===== src/include/rsd_map.svh =====
`ifndef RSD_MAP_SVH
`define RSD_MAP_SVH

// ----------------------------------------------------------------
// register word indices on the plain register port
// ----------------------------------------------------------------
`define RSD_REG_CTRL 4'h0
`define RSD_REG_SRC 4'h1
`define RSD_REG_ASSIGN 4'h2
`define RSD_REG_STAT 4'h3

// ----------------------------------------------------------------
// field positions (low bit of each field)
// ----------------------------------------------------------------
`define RSD_CTRL_SCHEME 0
`define RSD_CTRL_VARIANT 1
`define RSD_CTRL_PRIO 3
`define RSD_CTRL_IO 5
`define RSD_SRC_FL 0
`define RSD_SRC_REV 8
`define RSD_ASG_FWD 0
`define RSD_ASG_STOP 8

// ----------------------------------------------------------------
// source codes: 0 none, 1..8 and 11..16 physical inputs, 32..47 command bits
// ----------------------------------------------------------------
`define RSD_SRC_NONE 6'h00
`define RSD_SRC_UPPER 6'h08
`define RSD_SRC_EXT_LO 6'h0b
`define RSD_SRC_EXT_HI 6'h10
`define RSD_SRC_CMD_BASE 6'h20
`define RSD_SRC_CMD_ANY 6'h2b
`define RSD_SRC_CMD_HI 6'h2f

// ----------------------------------------------------------------
// factory assignments per wiring scheme
// ----------------------------------------------------------------
`define RSD_DEF_FWD_2W 6'h01
`define RSD_DEF_STOP_2W 6'h00
`define RSD_DEF_STOP_3W 6'h01
`define RSD_DEF_FWD_3W 6'h02

`endif


===== src/include/rsd_pkg.sv =====
`include "rsd_map.svh"

package rsd_pkg;

    // wiring scheme
    typedef enum logic {RSD_TWO_WIRE, RSD_THREE_WIRE} rsd_scheme_t;

    // 2-wire variants
    typedef enum logic [1:0] {RSD_LEVEL, RSD_EDGE, RSD_FWD_PRIO} rsd_variant_t;

    // terminal stop key priority
    typedef enum logic [1:0] {RSD_KEY_NONE, RSD_KEY_STOP, RSD_KEY_ALL} rsd_prio_t;

    // run state
    typedef enum logic [1:0] {RSD_IDLE, RSD_RUN, RSD_HELD} rsd_state_t;

    // software configuration carried as one word
    typedef struct packed {
        rsd_scheme_t scheme;
        rsd_variant_t variant;
        rsd_prio_t prio;
        logic io_profile;
        logic [5:0] fl_src;
        logic [5:0] rev_src;
        logic [5:0] fwd_src;
        logic [5:0] stop_src;
    } rsd_cfg_t;

    // is a source code selectable under the present hardware and profile
    function automatic logic rsd_src_ok(input logic [5:0] code, input logic allow_cmd,
                                        input logic io_prof, input logic upper,
                                        input logic ext);
        logic ok;
        ok = 1'b0;
        if (code == `RSD_SRC_NONE) begin
            ok = 1'b1;
        end else if (code < `RSD_SRC_UPPER) begin
            ok = 1'b1;
        end else if (code == `RSD_SRC_UPPER) begin
            ok = upper;
        end else if (code >= `RSD_SRC_EXT_LO && code <= `RSD_SRC_EXT_HI) begin
            ok = ext;
        end else if (code >= `RSD_SRC_CMD_BASE && code < `RSD_SRC_CMD_ANY) begin
            ok = allow_cmd & io_prof;
        end else if (code >= `RSD_SRC_CMD_ANY && code <= `RSD_SRC_CMD_HI) begin
            ok = allow_cmd;
        end
        return ok;
    endfunction

endpackage


===== src/core/rsd_sync.sv =====
`timescale 1ns/1ps
`default_nettype none

// two-stage level synchroniser, one per bit
module rsd_sync #(
    parameter int W = 19
) (
    input wire logic mclk,
    input wire logic rst_n,
    input wire logic [W-1:0] async_in,
    output logic [W-1:0] sync_out
);

    // refuse a vector the logic cannot hold
    if (W < 1) begin : g_bad_width
        $error("rsd_sync width must be at least one");
    end

    logic [W-1:0] meta_r; // first stage, read only by the second
    logic [W-1:0] meta_nxt;
    logic [W-1:0] sync_nxt;

    // next values: plain shift
    always_comb begin
        meta_nxt = async_in;
        sync_nxt = meta_r;
    end

    // registers
    always_ff @(posedge mclk or negedge rst_n) begin
        if (!rst_n) begin
            meta_r <= '0;
            sync_out <= '0;
        end else begin
            meta_r <= meta_nxt;
            sync_out <= sync_nxt;
        end
    end

endmodule

`default_nettype wire


===== src/core/rsd_sel.sv =====
`timescale 1ns/1ps
`default_nettype none
`include "rsd_map.svh"

// picks one input bit by source code; unselectable codes read low
module rsd_sel (
    input wire logic [5:0] code,
    input wire logic [15:0] di,
    input wire logic [15:0] cmd,
    input wire logic allow_cmd,
    input wire logic io_profile,
    input wire logic upper_ok,
    input wire logic ext_ok,
    output logic val
);

    // decode; code 16 wraps to index 15
    always_comb begin
        val = 1'b0;
        if (rsd_pkg::rsd_src_ok(code, allow_cmd, io_profile, upper_ok, ext_ok)) begin
            if (code >= `RSD_SRC_CMD_BASE) begin
                val = cmd[code[3:0]];
            end else if (code != `RSD_SRC_NONE) begin
                val = di[code[3:0] - 4'h1];
            end
        end
    end

endmodule

`default_nettype wire


===== src/core/rsd_top.sv =====
`timescale 1ns/1ps
`default_nettype none
`include "rsd_map.svh"

module rsd_top (
    input wire logic mclk,
    input wire logic rst_n,
    input wire logic [15:0] di_pin,
    input wire logic [15:0] cmd_word,
    input wire logic stop_key_pin,
    input wire logic upper_present_pin,
    input wire logic ext_present_pin,
    input wire logic term_channel,
    input wire logic fault_state,
    input wire logic [3:0] reg_addr,
    input wire logic [15:0] reg_wdata,
    input wire logic reg_wr,
    input wire logic reg_rd,
    output logic [15:0] reg_rdata_r,
    output logic run_r,
    output logic reverse_r,
    output logic forced_local_r,
    output logic freewheel_r,
    output logic fault_reset_r
);

    // ----------------------------------------------------------------
    // pin synchronisers
    // ----------------------------------------------------------------
    logic [18:0] pins_s; // {ext, upper, key, di}
    logic [15:0] di_s;
    logic key_s;
    logic upper_s;
    logic ext_s;

    rsd_sync #(.W(19)) u_sync (
        .mclk(mclk),
        .rst_n(rst_n),
        .async_in({ext_present_pin, upper_present_pin, stop_key_pin, di_pin}),
        .sync_out(pins_s)
    );

    assign di_s = pins_s[15:0];
    assign key_s = pins_s[16];
    assign upper_s = pins_s[17];
    assign ext_s = pins_s[18];

    // ----------------------------------------------------------------
    // configuration registers
    // ----------------------------------------------------------------
    rsd_pkg::rsd_cfg_t cfg_r; // live configuration
    rsd_pkg::rsd_cfg_t cfg_nxt;
    logic scheme_chg; // scheme write that changes the scheme

    // write decode; illegal source codes leave the field unchanged
    always_comb begin
        cfg_nxt = cfg_r;
        scheme_chg = 1'b0;
        if (reg_wr && reg_addr == `RSD_REG_CTRL) begin
            cfg_nxt.prio = rsd_pkg::rsd_prio_t'(reg_wdata[`RSD_CTRL_PRIO +: 2]);
            cfg_nxt.io_profile = reg_wdata[`RSD_CTRL_IO];
            if (reg_wdata[`RSD_CTRL_SCHEME] != cfg_r.scheme) begin
                // rewiring: drop to factory assignments for the new scheme
                scheme_chg = 1'b1;
                cfg_nxt.scheme = rsd_pkg::rsd_scheme_t'(reg_wdata[`RSD_CTRL_SCHEME]);
                cfg_nxt.variant = rsd_pkg::RSD_EDGE;
                cfg_nxt.rev_src = `RSD_SRC_NONE;
                if (reg_wdata[`RSD_CTRL_SCHEME]) begin
                    cfg_nxt.fwd_src = `RSD_DEF_FWD_3W;
                    cfg_nxt.stop_src = `RSD_DEF_STOP_3W;
                end else begin
                    cfg_nxt.fwd_src = `RSD_DEF_FWD_2W;
                    cfg_nxt.stop_src = `RSD_DEF_STOP_2W;
                end
            end else if (cfg_r.scheme == rsd_pkg::RSD_TWO_WIRE) begin
                // variant only reachable under 2-wire; code 3 is refused
                if (reg_wdata[`RSD_CTRL_VARIANT +: 2] != 2'h3) begin
                    cfg_nxt.variant =
                        rsd_pkg::rsd_variant_t'(reg_wdata[`RSD_CTRL_VARIANT +: 2]);
                end
            end
        end
        if (reg_wr && reg_addr == `RSD_REG_SRC) begin
            // forced local takes physical inputs only
            if (rsd_pkg::rsd_src_ok(reg_wdata[`RSD_SRC_FL +: 6], 1'b0,
                                    cfg_r.io_profile, upper_s, ext_s)) begin
                cfg_nxt.fl_src = reg_wdata[`RSD_SRC_FL +: 6];
            end
            // reverse also takes command word bits
            if (rsd_pkg::rsd_src_ok(reg_wdata[`RSD_SRC_REV +: 6], 1'b1,
                                    cfg_r.io_profile, upper_s, ext_s)) begin
                cfg_nxt.rev_src = reg_wdata[`RSD_SRC_REV +: 6];
            end
        end
        if (reg_wr && reg_addr == `RSD_REG_ASSIGN) begin
            if (rsd_pkg::rsd_src_ok(reg_wdata[`RSD_ASG_FWD +: 6], 1'b0,
                                    cfg_r.io_profile, upper_s, ext_s)) begin
                cfg_nxt.fwd_src = reg_wdata[`RSD_ASG_FWD +: 6];
            end
            if (rsd_pkg::rsd_src_ok(reg_wdata[`RSD_ASG_STOP +: 6], 1'b0,
                                    cfg_r.io_profile, upper_s, ext_s)) begin
                cfg_nxt.stop_src = reg_wdata[`RSD_ASG_STOP +: 6];
            end
        end
        // io profile holds forced local unassigned, also against writes
        if (cfg_nxt.io_profile) begin
            cfg_nxt.fl_src = `RSD_SRC_NONE;
        end
    end

    // configuration registers; reset is the factory 2-wire edge setup
    always_ff @(posedge mclk or negedge rst_n) begin
        if (!rst_n) begin
            cfg_r.scheme <= rsd_pkg::RSD_TWO_WIRE;
            cfg_r.variant <= rsd_pkg::RSD_EDGE;
            cfg_r.prio <= rsd_pkg::RSD_KEY_STOP;
            cfg_r.io_profile <= 1'b0;
            cfg_r.fl_src <= `RSD_SRC_NONE;
            cfg_r.rev_src <= `RSD_SRC_NONE;
            cfg_r.fwd_src <= `RSD_DEF_FWD_2W;
            cfg_r.stop_src <= `RSD_DEF_STOP_2W;
        end else begin
            cfg_r <= cfg_nxt;
        end
    end

    // ----------------------------------------------------------------
    // source selectors: forced local, reverse, forward, stop
    // ----------------------------------------------------------------
    logic [5:0] sel_code [4];
    logic [3:0] sel_val; // {stop, fwd, rev, fl}

    assign sel_code[0] = cfg_r.fl_src;
    assign sel_code[1] = cfg_r.rev_src;
    assign sel_code[2] = cfg_r.fwd_src;
    assign sel_code[3] = cfg_r.stop_src;

    // only the reverse selector may reach command word bits
    for (genvar g = 0; g < 4; g++) begin : g_sel
        rsd_sel u_sel (
            .code(sel_code[g]),
            .di(di_s),
            .cmd(cmd_word),
            .allow_cmd(g == 1),
            .io_profile(cfg_r.io_profile),
            .upper_ok(upper_s),
            .ext_ok(ext_s),
            .val(sel_val[g])
        );
    end

    // ----------------------------------------------------------------
    // run / stop decoding
    // ----------------------------------------------------------------
    rsd_pkg::rsd_state_t state_r; // run state
    rsd_pkg::rsd_state_t state_nxt;
    logic [2:0] prev_r; // previous {stop, fwd, rev}
    logic [2:0] prev_nxt;
    logic key_r; // previous key level
    logic primed_r; // synced pins valid and one sample held in prev_r
    logic [1:0] prime_r; // fills as the pin synchroniser fills after reset
    logic reverse_nxt;
    logic forced_local_nxt;
    logic freewheel_nxt;
    logic fault_reset_nxt;
    logic rev_in;
    logic fwd_in;
    logic stp_in;
    logic cmd_any;
    logic cmd_was;
    logic key_press;
    logic key_stop;
    logic rev_dir;

    // next state of the decoder
    always_comb begin
        rev_in = sel_val[1];
        fwd_in = sel_val[2];
        stp_in = sel_val[3];
        cmd_any = fwd_in | rev_in;
        cmd_was = prev_r[1] | prev_r[0];
        prev_nxt = {stp_in, fwd_in, rev_in};
        key_press = key_s & ~key_r;
        // off-terminal key obeys the priority setting
        key_stop = key_press &
                   (term_channel | (cfg_r.prio != rsd_pkg::RSD_KEY_NONE));
        fault_reset_nxt = key_press & fault_state &
                          (term_channel | (cfg_r.prio == rsd_pkg::RSD_KEY_ALL));
        // reverse level chooses rotation unless forward has priority
        rev_dir = rev_in &
                  ~(fwd_in & (cfg_r.variant == rsd_pkg::RSD_FWD_PRIO));
        forced_local_nxt = sel_val[0];
        state_nxt = state_r;
        reverse_nxt = reverse_r;
        freewheel_nxt = freewheel_r;
        // default-priority key off terminal stops in freewheel
        if (key_stop && !term_channel && cfg_r.prio == rsd_pkg::RSD_KEY_STOP) begin
            freewheel_nxt = 1'b1;
        end
        if (scheme_chg) begin
            // a rewire never carries a run over
            state_nxt = rsd_pkg::RSD_IDLE;
        end else if (cfg_r.scheme == rsd_pkg::RSD_THREE_WIRE) begin
            case (state_r)
                rsd_pkg::RSD_RUN: begin
                    // stop pulse wins over a start pulse in the same cycle
                    if ((stp_in && !prev_r[2]) || key_stop) begin
                        state_nxt = rsd_pkg::RSD_IDLE;
                    end else if (fwd_in && !prev_r[1]) begin
                        reverse_nxt = 1'b0;
                    end else if (rev_in && !prev_r[0]) begin
                        reverse_nxt = 1'b1;
                    end
                end
                default: begin
                    if (primed_r && !(stp_in && !prev_r[2]) && !key_stop) begin
                        if (fwd_in && !prev_r[1]) begin
                            state_nxt = rsd_pkg::RSD_RUN;
                            reverse_nxt = 1'b0;
                        end else if (rev_in && !prev_r[0]) begin
                            state_nxt = rsd_pkg::RSD_RUN;
                            reverse_nxt = 1'b1;
                        end
                    end
                end
            endcase
        end else if (cfg_r.variant == rsd_pkg::RSD_EDGE) begin
            case (state_r)
                rsd_pkg::RSD_RUN: begin
                    reverse_nxt = rev_dir;
                    // falling command or a stopping key press (key_stop) stops
                    if ((!cmd_any && cmd_was) || key_stop) begin
                        state_nxt = rsd_pkg::RSD_IDLE;
                    end
                end
                default: begin
                    // a level already high at power-up is not an edge
                    if (primed_r && cmd_any && !cmd_was && !key_stop) begin
                        state_nxt = rsd_pkg::RSD_RUN;
                        reverse_nxt = rev_dir;
                    end
                end
            endcase
        end else begin
            case (state_r)
                rsd_pkg::RSD_RUN: begin
                    reverse_nxt = rev_dir;
                    if (!cmd_any) begin
                        state_nxt = rsd_pkg::RSD_IDLE;
                    end else if (key_stop) begin
                        // priority all off terminal: stop, then restart on held level
                        if (!term_channel && cfg_r.prio == rsd_pkg::RSD_KEY_ALL) begin
                            state_nxt = rsd_pkg::RSD_IDLE;
                        end else begin
                            state_nxt = rsd_pkg::RSD_HELD;
                        end
                    end
                end
                rsd_pkg::RSD_HELD: begin
                    // stays stopped until the run level is dropped
                    if (!cmd_any) begin
                        state_nxt = rsd_pkg::RSD_IDLE;
                    end
                end
                default: begin
                    if (cmd_any && !key_stop) begin
                        state_nxt = rsd_pkg::RSD_RUN;
                        reverse_nxt = rev_dir;
                    end
                end
            endcase
        end
        // a fresh start clears the freewheel mark
        if (state_nxt == rsd_pkg::RSD_RUN && state_r != rsd_pkg::RSD_RUN) begin
            freewheel_nxt = 1'b0;
        end
    end

    // decoder registers
    always_ff @(posedge mclk or negedge rst_n) begin
        if (!rst_n) begin
            state_r <= rsd_pkg::RSD_IDLE;
            prev_r <= 3'h0;
            key_r <= 1'b0;
            primed_r <= 1'b0;
            prime_r <= 2'h0;
            run_r <= 1'b0;
            reverse_r <= 1'b0;
            forced_local_r <= 1'b0;
            freewheel_r <= 1'b0;
            fault_reset_r <= 1'b0;
        end else begin
            state_r <= state_nxt;
            prev_r <= prev_nxt;
            key_r <= key_s;
            // synced pins read reset zeros for two edges; arming earlier
            // would see a level held at power-up as a fresh rising edge
            prime_r <= {prime_r[0], 1'b1};
            primed_r <= prime_r[1];
            run_r <= (state_nxt == rsd_pkg::RSD_RUN);
            reverse_r <= reverse_nxt;
            forced_local_r <= forced_local_nxt;
            freewheel_r <= freewheel_nxt;
            fault_reset_r <= fault_reset_nxt;
        end
    end

    // ----------------------------------------------------------------
    // register read port; data valid the cycle after the strobe only
    // ----------------------------------------------------------------
    logic [15:0] rdata_nxt;

    // read mux; unmapped words and idle cycles read zero
    always_comb begin
        rdata_nxt = 16'h0000;
        if (reg_rd) begin
            case (reg_addr)
                `RSD_REG_CTRL: begin
                    rdata_nxt = {10'h000, cfg_r.io_profile, cfg_r.prio,
                                 cfg_r.variant, cfg_r.scheme};
                end
                `RSD_REG_SRC: begin
                    rdata_nxt = {2'h0, cfg_r.rev_src, 2'h0, cfg_r.fl_src};
                end
                `RSD_REG_ASSIGN: begin
                    rdata_nxt = {2'h0, cfg_r.stop_src, 2'h0, cfg_r.fwd_src};
                end
                `RSD_REG_STAT: begin
                    rdata_nxt = {10'h000, state_r == rsd_pkg::RSD_HELD, freewheel_r,
                                 forced_local_r, reverse_r, run_r, primed_r};
                end
                default: begin
                    rdata_nxt = 16'h0000;
                end
            endcase
        end
    end

    // read data register
    always_ff @(posedge mclk or negedge rst_n) begin
        if (!rst_n) begin
            reg_rdata_r <= 16'h0000;
        end else begin
            reg_rdata_r <= rdata_nxt;
        end
    end

endmodule

`default_nettype wire


===== config.mk =====
export PLATFORM = sky130hd
export DESIGN_NAME = rsd_top
export DESIGN_NICKNAME = d
export VERILOG_FILES = /design/src/include/rsd_pkg.sv /design/src/core/rsd_sync.sv /design/src/core/rsd_sel.sv /design/src/core/rsd_top.sv
export VERILOG_INCLUDE_DIRS = /design/src /design/src/include
export SDC_FILE = /design/constraint.sdc
export NUM_CORES = 1
export LEC_CHECK = 0
export BUFFER_PORTS_ARGS = -buffer_cell sky130_fd_sc_hd__buf_2
export CORE_MARGIN = 10
export CORE_UTILIZATION = 33
export DETAILED_ROUTE_END_ITERATION = 7
export PLACE_DENSITY_LB_ADDON = 0.1
export SYNTH_ARGS = -nofsm -noshare
export SYNTH_HDL_FRONTEND = slang
export SYNTH_SLANG_ARGS = --single-unit

===== constraint.sdc =====
create_clock -name mclk -period 4.4 [get_ports mclk]
set_input_delay 0.88 -clock mclk [delete_from_list [all_inputs] [get_ports mclk]]
set_output_delay 0.88 -clock mclk [all_outputs]
set_load 0.05 [all_outputs]

==> results of run 1 <==
==> sequential cells by signal, summed over array words and instances, names as in the netlist <==
signal	flops
cfg_r	30
u_sync.meta_r	19
u_sync.sync_out	19
reg_rdata_r	12
prev_r	3
prime_r	2
state_r	2
fault_reset_r	1
forced_local_r	1
freewheel_r	1
key_r	1
primed_r	1
reverse_r	1
run_r	1
==> final cells by class <==
type | count | share of cell area, %
clock inverter | 5 | 1.09
sequential | 94 | 40.1
inverter | 32 | 2.05
timing repair buffer | 78 | 6.91
tap | 188 | 4.01
multi-input combinational | 322 | 41.5
clock buffer | 11 | 4.31
==> per-layer routing <==
layer	GRT usage (%)	vias to the layer above	routed length, um
met1	17.2	1862	6110
met3	2.31	13	448
met5	0	-	0
met2	21.9	82	6320
met4	5.10	0	199
li1	-	1820	-
==> path summary, 6_finish.rpt <==
path / endpoint / slack (ps) / cells after the start
worst max-delay path: freewheel_r$_DFFE_PN0P_ / 1000 / 11
worst min-delay path: u_sync.sync_out[12]$_DFF_PN0_ / 350 / 0
worst max register to register: freewheel_r$_DFFE_PN0P_ / 1000 / 11
worst min register to register: u_sync.sync_out[12]$_DFF_PN0_ / 350 / 0
max in group asynchronous: u_sync.sync_out[11]$_DFF_PN0_ / 2840 / 2
min in group asynchronous: reg_rdata_r[10]$_DFF_PN0_ / 600 / 1
==> power groups by stage <==
stage	clock network, mW	registers, mW	logic, mW
final	0.813	1.11	0.919
after global routing	0.877	1.13	1.02
after CTS	0.840	1.11	0.919
after detailed placement	0	1.13	0.914
after global placement	0	1.13	0.900
after floorplan	0	1.09	0.730
==> metrics by stage <==
stage / cell area (um^2) / utilization [%] / setup WS, ps
3_3_place_gp: 5550 / 36.8 / 1000
2_1_floorplan: 5070 / - / 1220
5_1_grt: 5870 / 38.9 / 542
6_report: 5870 / 38.9 / 995
4_1_cts: 5870 / 38.9 / 967
3_5_place_dp: 5550 / 36.8 / 997
==> worst register-to-register path, stage by stage (launching register included) <==
cell and delay, ps:
dfrtp_1 560, inv_1 150, ha_1 580, nor2b_1 80
a2111oi_0 410, a31oi_1 80, and4b_1 230, o31ai_4 380
nand2_2 140, mux2_4 330, nor4_4 190, o32a_1 200
==> cell families after synthesis <==
| logic type | Yosys count | synth area share (%) |
|---|---|---|
| compound gates | 114 | 15.4 |
| xor+xnor | 9 | 1.56 |
| fa+ha+maj | 15 | 3.71 |
| flops | 94 | 46.6 |
| simple gates | 139 | 14.6 |
| other cells | 2 | 0.149 |
| buf+inv | 61 | 5.59 |
| mux | 40 | 12.4 |
==> cells in the mapped netlist, drive strengths merged, types with 3 or more instances <==
cell type / instances
o211ai: 7
a31oi: 5
mux4: 16
ha: 15
xor2: 4
o21ai: 29
xnor2: 5
nor4b: 3
dfstp: 3
nand3: 11
clkbuf: 19
a21oi: 29
nand2b: 3
buf: 10
mux2: 9
nor4: 5
nor2: 32
nand2: 39
nor2b: 9
a2111oi: 4
mux2i: 15
a22oi: 14
nor3b: 4
inv: 32
o31ai: 7
dfrtp: 91
nor3: 11
and3: 7
==> reports/qor.txt, run 1 <==
Primary FF master, synth -> dfrtp_1
crit-path max cell delay -> 580 ps
io pins -> 82
Sum Neg Setup Slack -> 0 ps
detailed-route vias per instance -> 5.17
Filler cells -> 1497
final setup fails -> 0
Die X -> 144 um
Routed WL -> 13100 um
Mapped Cells -> 474
worst clock skew -> 13.2 ps
Netlist cell types -> 72
RSZ-0062 raised after global routing -> no
Total Die Area -> 20700 um^2
FFs w/ async S/R, synth -> 100%
status -> finished, final reports clean
depth of the CTS H-tree -> 3
mean post-synth cell area -> 10.7 um^2
core area -> 15100 um^2
Initial Util -> 33.5%
commonest non-fill, non-tap cell in the layout -> dfrtp_1
Worst EP required -> 4690 ps
Post-DRT Antenna Nets -> 0
crit-path max FO -> 12
pin count of the biggest net entering global routing -> 59
switching pwr -> 0.993 mW
Clock power frac -> 28.6%
CP Launch Type -> flop
flops & latches, synth -> 94
wire per inst -> 17.9 um
Slowest-stage cell, CP -> ha_1
clock root cell -> clkbuf_16
WS Path Type -> flop to flop
Reg area -> 2360 um^2
sequential-to-total area share from yosys stat -> 46.6%
Slew HR -> 45.0%
top-area cell type share of the netlist area -> 45.0%
post-synth top area cell -> dfrtp_1
starting DRC count in detailed routing -> 230
Comb power frac -> 32.3%
Int Power -> 1.85 mW
share of cells above drive strength 1 -> 25.5%
Detail Placement HPWL -> 9760 um
cell area after synthesis -> 5060 um^2
footprint of the multi-input gates -> 2430 um^2
height of the die -> 144 um
maxcap violations -> 0
drt drc -> 0
CTS tree -> done
GRT Residual Overflow -> 0
CP delay by family, top -> compound AO/OA/AOI/OAI gates
worst skew pair latency -> 350 ps
switching part of the total power -> 34.9%
Ys Warns -> 0
fin cells -> 730
fin. max-slew vios -> 0
ant diodes -> 0
Worst EP arrival -> 3690 ps
commonest cells after routing, fill and taps aside -> dfrtp_1, buf_2, nand2_1
Final nets -> 613
Tightest Pin Transition -> 823 ps
Hold Buf Count CTS -> 0
Post-CTS Setup Bufs -> 0
Worst Hold Launch -> u_sync.meta_r[12]$_DFF_PN0_
dpl cells -> 714
HP Class -> flop to flop
Routability Congestion -> 0.920
total CTS buffers -> 9
CTS max path bufs -> 2
total power per unit cell area -> 485 nW/um^2
synth top area cells -> dfrtp_1, mux4_2, ha_1
vias -> 3777
Pleak -> 2.63 nW
fmax -> 0.294 GHz
Hold WS -> 347 ps
Setup crit end kind -> flop
number of synthesized flops with an enable pin -> 0
Buf/Inv on CP -> 1
synth-to-layout area growth -> 16.1%
Critical Path Start -> cfg_r[13]$_DFF_PN0_
Final Hold Vio Count -> 0
gr usage total -> 13.4%
post-CTS sizing -> 0
maximum VDD drop -> 0.192 mV
Worst-path clk slew -> 70 ps
CP Cell Sequence -> inv_1 -> ha_1 -> nor2b_1 -> a2111oi_0 -> a31oi_1 -> and4b_1 -> o31ai_4 -> nand2_2 -> mux2_4 -> nor4_4 -> o32a_1
first-pass GRT wire length -> 21800 um
vias in the first global route -> 4091
Min Clock Period, post-route -> 3400 ps
Num Clock Sinks -> 94
initial antenna violation count -> 0
PortBufs -> 73
sequential power share -> 39.2%
Pre-antenna DRT Iters -> 4
r2r startpoint -> cfg_r[13]$_DFF_PN0_
row count -> 45
Final Cycle Share -> 77.4%
total power -> 2.85 mW
Power figures use the tool's default switching activity.
==> run 2: changes to the inputs <==
==> constraint.sdc (replaced) <==
create_clock -name mclk -period 3.25 [get_ports mclk]
set_input_delay 0.65 -clock mclk [delete_from_list [all_inputs] [get_ports mclk]]
set_output_delay 0.65 -clock mclk [all_outputs]
set_load 0.05 [all_outputs]
==> run 2 against run 1 <==
Largest cell class unchanged. Combinational power rose by 41%. Largest power group unchanged. Non-clock buffer count rose by 10. Clock skew fell by 2.4 ps. First-iteration DRC count fell by 3.9%. Flip-flop and latch count did not move. Die area did not move. Final area rose by 1.3%. Critical path depth fell by 1.
==> reports/qor.txt, run 2 (synthesis results as in run 1) <==
ant diodes -> 0
Pre-antenna DRT Iters -> 4
detailed-route vias per instance -> 5.17
core area -> 15100 um^2
Post-DRT Antenna Nets -> 0
placed cell areas -> 5630 um^2
Largest register FFs -> 30
Slew HR -> 52.1%
Sum Neg Setup Slack -> 0 ps
Initial Util -> 33.5%
Worst EP arrival -> 3310 ps
commonest non-fill, non-tap cell in the layout -> dfrtp_1
Num Clock Sinks -> 94
Regs by FF count -> cfg_r x30, u_sync.meta_r x19, u_sync.sync_out x19
depth of the CTS H-tree -> 3
Hold Buf Count CTS -> 0
RSZ-0062 raised after global routing -> no
gr usage total -> 14.0%
share of cells above drive strength 1 -> 26.8%
drt drc -> 0
CTS max path bufs -> 2
Tightest Pin Transition -> 716 ps
Total Die Area -> 20700 um^2
Final nets -> 623
GRT Residual Overflow -> 0
Worst-path clk slew -> 70 ps
Detail Placement HPWL -> 10500 um
height of the die -> 144 um
commonest cells after routing, fill and taps aside -> dfrtp_1, buf_2, nand2_1
pin count of the biggest net entering global routing -> 36
final core utilization -> 39.4%
Worst EP required -> 3550 ps
Pleak -> 2.68 nW
row count -> 45
total CTS buffers -> 9
total power per unit cell area -> 654 nW/um^2
wire per inst -> 18.2 um
Final Cycle Share -> 92.7%
first-pass GRT wire length -> 22300 um
Final Hold Vio Count -> 0
clock root cell -> clkbuf_16
Routability Congestion -> 0.851
CTS tree -> done
vias -> 3829
maxcap violations -> 0
synth-to-layout area growth -> 17.6%
status -> finished, final reports clean
fmax -> 0.332 GHz
HP Class -> input port to async pin
maximum VDD drop -> 0.291 mV
Die X -> 144 um
PortBufs -> 73
Routed WL -> 13500 um
Setup crit end kind -> flop
starting DRC count in detailed routing -> 221
crit-path max FO -> 7
worst skew pair latency -> 350 ps
initial antenna violation count -> 0
fin. max-slew vios -> 0
post-route cell area -> 5940 um^2
vias in the first global route -> 4076
worst clock skew -> 10.8 ps
WS Path Type -> flop to flop
Min Clock Period, post-route -> 3010 ps
final setup fails -> 0
CP Launch Type -> flop
io pins -> 82
Reg with most FFs -> cfg_r
==> run 2: cell types whose count changed in the layout (fill, tap and decap cells not counted) <==
cell / before / now
buf_4: 6 / 16
a2111oi_1: 0 / 1
a2111oi_0: 3 / 2
==> run 2: final timing paths <==
| path | cells past startpoint | slack (ps) | from | to |
|---|---|---|---|---|
| setup / recovery | 10 | 240 | cfg_r[6]$_DFF_PN1_ | freewheel_r$_DFFE_PN0P_ |
| hold / removal | 1 | 250 | rst_n | reg_rdata_r[9]$_DFF_PN0_ |
| setup reg to reg | 10 | 240 | cfg_r[6]$_DFF_PN1_ | freewheel_r$_DFFE_PN0P_ |
| hold reg to reg | 0 | 350 | u_sync.meta_r[8]$_DFF_PN0_ | u_sync.sync_out[8]$_DFF_PN0_ |
| max in group asynchronous | 2 | 2290 | rst_n | cfg_r[25]$_DFFE_PN1P_ |
| min in group mclk | 0 | 350 | u_sync.meta_r[8]$_DFF_PN0_ | u_sync.sync_out[8]$_DFF_PN0_ |
==> run 2: critical path, cell delays in order (launching register included) <==
cell      delay, ps
dfstp_2         600
inv_1            90
ha_1            360
mux4_2          320
mux4_2          500
o211ai_2        140
or2b_1          180
o21ai_2          70
nor3b_4         170
nor4_4          330
o32a_1          200
==> run 2: routing by layer <==
metal / global-route usage (%) / part of all wire (%) / vias up
li1: - / - / 1844
met1: 18.0 / 46 / 1897
met2: 22.6 / 49 / 72
met3: 2.81 / 3.8 / 16
met4: 5.21 / 1.4 / 0
met5: 0 / 0 / -
==> run 2: timing repair <==
item,CTS,global route
setup buffers,0,0
endpoints found under the setup margin,0,1
gates resized for setup,0,1
==> run 2: area by class of cell <==
class | count | area, um^2
Clock buffer | 11 | 253
Fill cell | 1516 | 9150
Inverter | 32 | 120
Multi-Input combinational cell | 322 | 2440
Timing Repair Buffer | 88 | 480
Tap cell | 188 | 235
Clock inverter | 5 | 63.8
Sequential cell | 94 | 2360
==> run 2: per-stage QoR <==
step,worst slack [ps],total power [mW],std cells,hold WS (ps)
finish,239,3.89,740,252
floorplan,72.5,2.47,477,331
global placement,274,2.79,724,332
global route,63.1,4.16,740,279
CTS,218,3.94,740,257
detailed placement,226,2.81,724,335
==> run 2: where the power goes <==
part	switching [mW]	internal (mW)	total, mW
Sequential	0.174	1.31	1.48
Clock	0.463	0.645	1.11
Combinational	0.720	0.576	1.30
